## config.mk

```make
export PLATFORM = sky130hd
export DESIGN_NAME = brx_ext_cfg
export DESIGN_NICKNAME = d
export VERILOG_FILES = /design/src/design/brx_pkg.sv /design/src/design/brx_ext_cfg.sv
export VERILOG_INCLUDE_DIRS = /design/src /design/src/design
export SDC_FILE = /design/constraint.sdc
export NUM_CORES = 1
export LEC_CHECK = 0
export ABC_CLOCK_PERIOD_IN_PS = 5900
export BUFFER_PORTS_ARGS = -buffer_cell sky130_fd_sc_hd__buf_2
export CAP_MARGIN = 40
export CORE_ASPECT_RATIO = 0.8
export CORE_MARGIN = 1.5
export CORE_UTILIZATION = 50
export CTS_CLUSTER_SIZE = 10
export DETAILED_ROUTE_END_ITERATION = 10
export HOLD_SLACK_MARGIN = 0.03
export PLACE_DENSITY_LB_ADDON = 0.2
export SYNTH_ARGS = -nofsm -noshare
export SYNTH_HDL_FRONTEND = slang
export SYNTH_SLANG_ARGS = --single-unit
```

## constraint.sdc

```tcl
create_clock -name clk_sys -period 5.9 [get_ports clk_sys]
set_input_delay 0.295 -clock clk_sys [delete_from_list [all_inputs] [get_ports clk_sys]]
set_output_delay 0.295 -clock clk_sys [all_outputs]
set_load 0.02 [all_outputs]
```

## src/design/brx_map.svh

```systemverilog
// Offsets, field positions and reset values of the bridge extension registers
`ifndef BRX_MAP_SVH
`define BRX_MAP_SVH
`define BRX_OFF_BASE_HI   8'h54
`define BRX_OFF_LIMIT_HI  8'h58
`define BRX_OFF_MASK_PORT 8'h64
`define BRX_RST_WORD      32'h0000_0000
`define BRX_RST_MASK      8'h00
`define BRX_RST_PIN       4'h0
`define BRX_MASK_RW       8'h7e
`define BRX_RETRY_EVENTS  8'h66
`define BRX_RETRY_LIMIT   25'h100_0000
`define BRX_CNT_STEP      25'h000_0001
`define BRX_F_CLR         8
`define BRX_F_SET         12
`define BRX_F_OEC         16
`define BRX_F_OES         20
`define BRX_F_IN          28
`define BRX_PIN_W         4
`define BRX_WORD_LSB      2
`endif

```

## src/design/brx_pkg.sv

```systemverilog
// Types shared by the bridge extension register slice
package brx_pkg;
	typedef logic [31:0] brx_word_t;
	typedef logic [7:0]  brx_addr_t;
	typedef logic [3:0]  brx_be_t;
	typedef logic [3:0]  brx_pin_t;
	typedef logic [7:0]  brx_evt_t;
	typedef logic [24:0] brx_cnt_t;
	typedef logic [63:0] brx_addr64_t;
endpackage : brx_pkg

```

## src/design/brx_ext_cfg.sv

```systemverilog
// Bridge extension config registers: upper window bits, error mask, aux pins
//
// Overview of operation
// - Read/write register holds upstream window base bits 63:32, reset zero.
// - Read/write register holds upstream window limit bits 63:32, reset zero.
// - With window enabled forward only inside base..limit; else outside downstream window.
// - Mask zero lets event raise system error if enable set; one suppresses.
// - Mask bit 1 gates the read-data-never-obtained retry exhaustion event.
// - Mask bit 2 gates posted write non-delivery after retry exhaustion.
// - Mask bit 3 gates target abort on posted write delivery.
// - Mask bit 4 gates master abort on posted write delivery.
// - Mask bit 5 gates delayed write non-delivery after retry exhaustion.
// - Mask bit 6 gates delayed read getting no data after retries.
// - Mask bits 0 and 7 and port bits 27:24 read zero.
// - Writing one to clear field drives matching pin low when bidirectional.
// - Writing one to set field drives matching pin high when bidirectional.
// - New pin levels appear the cycle after the config write.
// - Input-only pins are never driven, whatever set or clear writes.
// - Zeros written to set/clear fields do nothing; reads return last written.
// - Writing one to enable-clear field makes the pin input-only.
// - Writing one to enable-set field drives held data onto the pin.
// - Input field reports pin levels, updated the cycle after a change.
`timescale 1ns/1ps
`include "brx_map.svh"

module brx_ext_cfg #(
	parameter brx_pkg::brx_cnt_t RETRY_LIMIT = `BRX_RETRY_LIMIT
) (
	input  wire logic               clk_sys,
	input  wire logic               rst,
	input  wire logic               cfg_wr_en,
	input  wire logic               cfg_rd_en,
	input  wire brx_pkg::brx_addr_t cfg_addr,
	input  wire brx_pkg::brx_be_t   cfg_be,
	input  wire brx_pkg::brx_word_t cfg_wdata,
	output brx_pkg::brx_word_t      cfg_rdata,
	output logic                    cfg_rd_ack,
	input  wire logic               system_error_enable_bit,
	input  wire brx_pkg::brx_evt_t  evt_attempt_fail,
	input  wire brx_pkg::brx_evt_t  evt_txn_done,
	output logic                    primary_system_error_out_n,
	input  wire logic               up_req_valid,
	input  wire brx_pkg::brx_addr64_t up_req_addr,
	input  wire logic               up_win_en,
	input  wire brx_pkg::brx_word_t up_base_lo,
	input  wire brx_pkg::brx_word_t up_limit_lo,
	input  wire logic               up_in_down_win,
	output logic                    up_fwd,
	input  wire brx_pkg::brx_pin_t  gpio_in,
	output brx_pkg::brx_pin_t       gpio_out,
	output brx_pkg::brx_pin_t       gpio_oe
);
	import brx_pkg::*;

	localparam brx_evt_t MASK_RW  = `BRX_MASK_RW;
	localparam brx_evt_t RETRY_EV = `BRX_RETRY_EVENTS;

	// ==========================================================
	// Config decode
	brx_addr_t word_addr;
	logic      wr_base;
	logic      wr_limit;
	logic      wr_port;
	logic      rd_hit_port;

	assign word_addr   = {cfg_addr[7:`BRX_WORD_LSB], 2'b00};
	assign wr_base     = cfg_wr_en && (word_addr == `BRX_OFF_BASE_HI);
	assign wr_limit    = cfg_wr_en && (word_addr == `BRX_OFF_LIMIT_HI);
	assign wr_port     = cfg_wr_en && (word_addr == `BRX_OFF_MASK_PORT);
	assign rd_hit_port = word_addr == `BRX_OFF_MASK_PORT;

	function automatic brx_word_t be_merge(brx_word_t old_v, brx_word_t new_v, brx_be_t be);
		brx_word_t r;
		r = old_v;
		for (int b = 0; b < 4; b++) begin
			if (be[b]) begin
				r[b*8 +: 8] = new_v[b*8 +: 8];
			end
		end
		return r;
	endfunction : be_merge

	// ==========================================================
	// Register file
	brx_word_t base_hi;
	brx_word_t limit_hi;
	brx_evt_t  err_mask;
	brx_pin_t  f_clr;
	brx_pin_t  f_set;
	brx_pin_t  f_oec;
	brx_pin_t  f_oes;
	brx_pin_t  pin_in_q;
	brx_word_t next_base_hi;
	brx_word_t next_limit_hi;
	brx_evt_t  next_err_mask;
	brx_pin_t  next_f_clr;
	brx_pin_t  next_f_set;
	brx_pin_t  next_f_oec;
	brx_pin_t  next_f_oes;
	brx_pin_t  next_gpio_out;
	brx_pin_t  next_gpio_oe;
	brx_word_t next_rdata;
	brx_word_t port_word;
	brx_word_t port_wr;

	assign port_word = {pin_in_q, 4'h0, f_oes, f_oec, f_set, f_clr, err_mask & MASK_RW};
	assign port_wr   = be_merge(port_word, cfg_wdata, cfg_be);

	always_comb begin
		next_base_hi  = wr_base ? be_merge(base_hi, cfg_wdata, cfg_be) : base_hi;
		next_limit_hi = wr_limit ? be_merge(limit_hi, cfg_wdata, cfg_be) : limit_hi;
		next_err_mask = err_mask;
		next_f_clr    = f_clr;
		next_f_set    = f_set;
		next_f_oec    = f_oec;
		next_f_oes    = f_oes;
		next_gpio_out = gpio_out;
		next_gpio_oe  = gpio_oe;
		if (wr_port) begin
			next_err_mask = port_wr[7:0] & MASK_RW;
			// Fields keep the whole written value for readback, only ones act
			next_f_clr    = port_wr[`BRX_F_CLR +: `BRX_PIN_W];
			next_f_set    = port_wr[`BRX_F_SET +: `BRX_PIN_W];
			next_f_oec    = port_wr[`BRX_F_OEC +: `BRX_PIN_W];
			next_f_oes    = port_wr[`BRX_F_OES +: `BRX_PIN_W];
			// Set wins when a pin is both set and cleared in one write
			if (cfg_be[1]) begin
				next_gpio_out = (gpio_out & ~next_f_clr) | next_f_set;
			end
			if (cfg_be[2]) begin
				next_gpio_oe = (gpio_oe & ~next_f_oec) | next_f_oes;
			end
		end
		unique case (word_addr)
			`BRX_OFF_BASE_HI:   next_rdata = base_hi;
			`BRX_OFF_LIMIT_HI:  next_rdata = limit_hi;
			`BRX_OFF_MASK_PORT: next_rdata = port_word;
			default:            next_rdata = `BRX_RST_WORD;
		endcase
		if (!cfg_rd_en) begin
			next_rdata = `BRX_RST_WORD;
		end
	end

	// Pin outputs are flops, so levels land on the edge after the write
	always_ff @(posedge clk_sys) begin
		if (rst) begin
			base_hi    <= `BRX_RST_WORD;
			limit_hi   <= `BRX_RST_WORD;
			err_mask   <= `BRX_RST_MASK;
			f_clr      <= `BRX_RST_PIN;
			f_set      <= `BRX_RST_PIN;
			f_oec      <= `BRX_RST_PIN;
			f_oes      <= `BRX_RST_PIN;
			gpio_out   <= `BRX_RST_PIN;
			gpio_oe    <= `BRX_RST_PIN;
			pin_in_q   <= `BRX_RST_PIN;
			cfg_rdata  <= `BRX_RST_WORD;
			cfg_rd_ack <= 1'b0;
		end else begin
			base_hi    <= next_base_hi;
			limit_hi   <= next_limit_hi;
			err_mask   <= next_err_mask;
			f_clr      <= next_f_clr;
			f_set      <= next_f_set;
			f_oec      <= next_f_oec;
			f_oes      <= next_f_oes;
			gpio_out   <= next_gpio_out;
			gpio_oe    <= next_gpio_oe;
			pin_in_q   <= gpio_in;
			cfg_rdata  <= next_rdata;
			cfg_rd_ack <= cfg_rd_en;
		end
	end

	// ==========================================================
	// Upstream window decode
	brx_addr64_t win_base;
	brx_addr64_t win_limit;
	logic        next_up_fwd;

	assign win_base  = {base_hi, up_base_lo};
	assign win_limit = {limit_hi, up_limit_lo};

	always_comb begin
		if (!up_req_valid) begin
			next_up_fwd = 1'b0;
		end else if (up_win_en) begin
			next_up_fwd = (up_req_addr >= win_base) && (up_req_addr <= win_limit);
		end else begin
			next_up_fwd = !up_in_down_win;
		end
	end

	always_ff @(posedge clk_sys) begin
		if (rst) begin
			up_fwd <= 1'b0;
		end else begin
			up_fwd <= next_up_fwd;
		end
	end

	// ==========================================================
	// Error events and system error output
	brx_evt_t hit;
	logic     next_serr_n;

	genvar gi;
	generate
		for (gi = 0; gi < 8; gi++) begin : g_evt
			if (RETRY_EV[gi]) begin : g_retry
				brx_cnt_t cnt;
				brx_cnt_t next_cnt;
				logic     at_lim;
				assign at_lim = cnt == brx_cnt_t'(RETRY_LIMIT - `BRX_CNT_STEP);
				// A finished transaction restarts the count for the next one
				always_comb begin
					next_cnt = cnt;
					if (evt_txn_done[gi]) begin
						next_cnt = '0;
					end else if (evt_attempt_fail[gi]) begin
						next_cnt = at_lim ? '0 : cnt + `BRX_CNT_STEP;
					end
				end
				always_ff @(posedge clk_sys) begin
					if (rst) begin
						cnt <= '0;
					end else begin
						cnt <= next_cnt;
					end
				end
				assign hit[gi] = evt_attempt_fail[gi] && !evt_txn_done[gi] && at_lim;

			end else if (MASK_RW[gi]) begin : g_direct
				assign hit[gi] = evt_attempt_fail[gi];
			end else begin : g_none
				assign hit[gi] = 1'b0;
			end
		end
	endgenerate

	// Mask bits: 1, 2, 5, 6 retry kinds; 3 target abort; 4 master abort
	always_comb begin
		next_serr_n = !(system_error_enable_bit && |(hit & ~err_mask & MASK_RW));
	end

	always_ff @(posedge clk_sys) begin
		if (rst) begin
			primary_system_error_out_n <= 1'b1;
		end else begin
			primary_system_error_out_n <= next_serr_n;
		end
	end
endmodule : brx_ext_cfg

```

### After elaboration in Yosys (flattened, before gate mapping)

Index checks and enable logic that the tools add are counted.

* mux-type cells: 8
* reductions and logical operators: 37
* bitwise operators: 10
* add/sub/neg operators: 4
* equality and inequality tests: 7
* order comparisons: 2

Operators by type and width (number)
* 25-bit by 1-bit adder with 25-bit output, second input constant: 4
* 25-bit by 24-bit == test with 1-bit output, second input constant: 4
* 25-bit 2-to-1 mux: 4
* 32-bit case mux with 3 select lines: 1
* 64-bit greater-or-equal comparator: 1
* 64-bit less-or-equal comparator: 1
* 2-bit AND reduction: 11
* 6-bit by 5-bit == test with 1-bit output, second input constant: 3
* 8-bit 2-to-1 mux: 2
* 1-bit logical AND: 13
* 2-bit OR reduction: 6
* 4-bit bitwise AND: 2
* 4-bit NOT: 2
* 4-bit bitwise OR: 2
* 7-bit bitwise AND: 1
* 7-bit NOT: 1
* 1-bit zero test: 6
* 6-bit OR reduction: 1
* 1-bit NOT: 2
* 1-bit 2-to-1 mux: 1

* bits in registers: 233
* output and inout port bits: 43

### Logic depth before layout (Yosys ltp)

* depth after elaboration: 7
* gate-level depth with buffers: 9

### Least setup slack after synthesis

Ideal clock, no wire load.

* kind: reg2reg
* from: register g_evt[2].g_retry.cnt[0]
* to: register g_evt[2].g_retry.cnt[11]
* stages on the path, launching flop included: 10
* setup slack: 3.812 ns
* data required time: 5.785 ns
* setup time: 0.115 ns
* data arrival time: 1.973 ns
* path buffers: 1
* cells stage by stage: dfxtp_1 -> ha_1 -> and3_1 -> nand3_1 -> or3_1 -> or4_4 -> or2_4 -> nand2_4 -> buf_6 -> nor2_1

* longest elaborated chain between the ends: 2

RTL lines
* start, declared: line brx_ext_cfg.sv:212 `brx_cnt_t cnt;`
* start signal, assigned: line brx_ext_cfg.sv:229 `cnt <= next_cnt;`
* 25-bit by 1-bit adder with 25-bit output (no source line) or 25-bit by 24-bit == test with 1-bit output (tied branches)
* 25-bit 2-to-1 mux (no source line) *

Every way passes the cells marked *; elsewhere a longest branch is shown, timed or not.
A chain may end at the register's enable or synchronous reset.

### Final worst setup path

* from: register base_hi[11]
* to: register up_fwd

* longest elaborated chain between the ends: 3

RTL lines
* start, declared: line brx_ext_cfg.sv:85 `brx_word_t base_hi;`
* start signal, assigned: line brx_ext_cfg.sv:148 `` base_hi <= `BRX_RST_WORD; ``
* start signal, assigned: line brx_ext_cfg.sv:161 `base_hi <= next_base_hi;`
* 64-bit greater-or-equal comparator: line brx_ext_cfg.sv:189 `next_up_fwd = (up_req_addr >= win_base) && (up_req_addr <= win_limit);`
* 1-bit logical AND: line brx_ext_cfg.sv:189
* 1-bit 2-to-1 mux: line brx_ext_cfg.sv:188 `end else if (up_win_en) begin`
* end signal, assigned: line brx_ext_cfg.sv:199 `up_fwd <= next_up_fwd;`
* end, declared: line brx_ext_cfg.sv:48 `output logic up_fwd,`

Every way passes these cells.

==> results.yml <==
clock_tree:
  root_buffer: "clkbuf_16"
  clk_latency_ns: 0.54
  clk_path_buf_depth: 3
  htree_levels: 1
  cts.sinks: 233
  cts_buffers: 27
  tritoncts: "built"
  clk_pin_slew_ns: 0.06
status:
  status: "finished, final reports clean"
worst_setup_path:
  arrival_ns: 2.92
  crit_fanout: 3
  start_kind: "register"
  cp.required_ns: 6.35
  worst_setup_path_end_kind: "register"
  critical_path_class: "register to register"
  ff2ff_setup_slack_ns: 3.43
detailed_routing:
  ant_nets: 0
  remaining_drc_errors: 0
  routed-wl-met2_um: 14600
  wl_met1_um: 14700
  drt-vias-per-instance: 5.33
  wl_per_cell_um: 15.5
  highest_layer: "met4"
  dr.pass1.iters: 5
  vias: 11096
  route.met3.wl_um: 2070
  drt-total-wl_um: 32300
  drtIter0Drc: 657
placed_design:
  placed_area_sq_mm: 0.0136
  dpl.hpwl_um: 24100
  finalWeightedCongestion: 0.946
  port_buffers: 234
synth:
  synthCells: 1493
  ys_seq_area_frac: 0.383
  synth_edf_count: 0
  synth-main-ff-cell: "dfxtp_1"
  ys_types: 61
  ys_seq_elements: 233
  yosys_warnings: 0
  synth_nets: 1825
  syn_area_per_cell_sq_um: 8.16
  async_reset_ff_frac: 0
  syn_area_sq_mm: 0.0122
global_route:
  antenna_found_initial: 5
  track_usage: 0.255
  grt_pass1_vias: 10773
  grt_pass1_wl_um: 52200
  grt-ovfl-total: 0
  grt_max_degree: 58
cells_and_area:
  num-nets-final: 2090
  fin_util: 0.625
  postLayoutCellArea_sq_mm: 0.0148
  final_cell_mix: "dfxtp_1 (233), buf_2 (233), nand2_1 (232), nor2_1 (157), inv_1 (146)"
  syn_to_final_growth_pct: 21.4
  layout-drive-gt1-share: 0.162
timing:
  max_freq_mhz: 405
  grt_setup_unrepaired: "false"
  setup_tns_ns: 0
  setup_viol: 0
  tightest_slew_ns: 0.725
  maxSlewViolCount: 0
  relSlewSlack: 0.513
  hold_viol_final: 0
  fin_skew_ns: 0.0158
  post-route-period-util: 0.418
  min_period_ns: 2.47
power:
  p_leak_nw: 6.15
  p_total_mw: 3.34
  ir_drop_uv: 220
  powerDensity_mw_per_mm2: 226
job:
  drv_cap: 0
floorplan:
  die_w_um: 178
  core_area_sq_mm: 0.0236
  dieArea_sq_mm: 0.0253
  io_pins: 243
  die_y_um: 143
  start_util: 0.515
  placementRows: 50
hold_path:
  hold_class: "input pin to register"
[cell usage after synthesis (4+ instances only)]
library cell  count  share of area
nand2_1         232          0.071
and3_1           25          0.013
inv_1           146          0.045
a22oi_1           6         0.0037
a211oi_1          6         0.0037
nor4_1            5         0.0026
clkbuf_1         35          0.011
ha_1            132           0.14
nor2b_1           9         0.0046
o31ai_1           4         0.0025
nand3_1          51          0.021
o21ai_0          16         0.0066
a21o_1           24          0.015
a21oi_1         135          0.055
xnor2_1          29          0.021
a222oi_1         26          0.021
xor2_1           57          0.041
nor3_1           25          0.010
nor2_1          159          0.049
mux2i_1           6         0.0049
nand4_1          52          0.027
and4_1           10         0.0072
a221oi_1          5         0.0036
dfxtp_1         233           0.38
buf_2             6         0.0025
or3_1             7         0.0036
[layer usage]
metal	track usage	vias up
li1	-	5643
met1	0.337	5040
met2	0.420	348
met3	0.0434	65
met4	0.0893	0
met5	0	-
[flip-flops by register name, summed over array words and instances, names as in the netlist]
signal / count
f_set: 4
limit_hi: 32
gpio_out: 4
primary_system_error_out_n: 1
cfg_rd_ack: 1
pin_in_q: 4
cfg_rdata: 32
gpio_oe: 4
up_fwd: 1
err_mask: 6
base_hi: 32
f_clr: 4
f_oec: 4
g_evt.g_retry.cnt: 100
f_oes: 4
[cell families (layout without fill, tap and decap cells)]
logic type,Yosys count,count (layout),synth area share
simple gates,596,596,0.224
compound gates,246,246,0.128
flops,233,233,0.383
buf+inv,193,463,0.0622
fa+ha+maj,132,132,0.136
xor+xnor,86,86,0.0618
mux,7,7,0.00585
other cells,0,5,0
[final cells by class]
cell class | instances | area, sq um
fillers | 2159 | 8860
multi-input cells | 1067 | 6790
flip-flops and latches | 233 | 4660
repair buffers | 283 | 1660
clock buffers | 33 | 708
inverters | 146 | 548
well taps | 312 | 390
clock inverters | 1 | 20.0
diodes | 5 | 12.5
[stage by stage]
| step | worst slack, ns | hold WS, ns | std cells |
|---|---|---|---|
| after floorplan | 3.81 | 0.372 | 1493 |
| after global placement | 3.51 | 0.430 | 1999 |
| after detailed placement | 3.47 | 0.440 | 2000 |
| after CTS | 3.48 | 0.0360 | 2075 |
| after global routing | 3.23 | 0.0413 | 2080 |
| final | 3.43 | 0.0544 | 2080 |
[where the power goes]
group | switching (mW) | internal (mW)
sequential | 0.00370 | 1.58
clock | 0.610 | 0.832
combinational | 0.171 | 0.147
total | 0.785 | 2.56
[critical path, cell delays in order (launching register included)]
cell and delay, ns:
dfxtp_1 0.36, inv_1 0.05, ha_1 0.31, nand4_1 0.14, nor3_1 0.61, nand3_1 0.15, nor3_1 0.27, a41o_1 0.20
a221oi_1 0.04, a211oi_1 0.24
[worst paths after layout]
| kind | start | to | depth (start not counted) |
|---|---|---|---|
| setup / recovery | base_hi[11]$_SDFFE_PP0P_ | up_fwd$_SDFF_PP0_ | 9 |
| hold / removal | cfg_wdata[22] | base_hi[22]$_SDFFE_PP0P_ | 3 |
| setup reg to reg | base_hi[11]$_SDFFE_PP0P_ | up_fwd$_SDFF_PP0_ | 9 |
| hold reg to reg | g_evt[1].g_retry.cnt[24]$_SDFFE_PP0P_ | g_evt[1].g_retry.cnt[24]$_SDFFE_PP0P_ | 1 |
[timing repair]
item	4_1_cts	5_1_grt
setup buffers	0	0
endpoints found under the hold margin	69	0
gates resized for setup	0	0
hold buffers	41	0
Note: power is estimated with default switching activity, not from simulation.
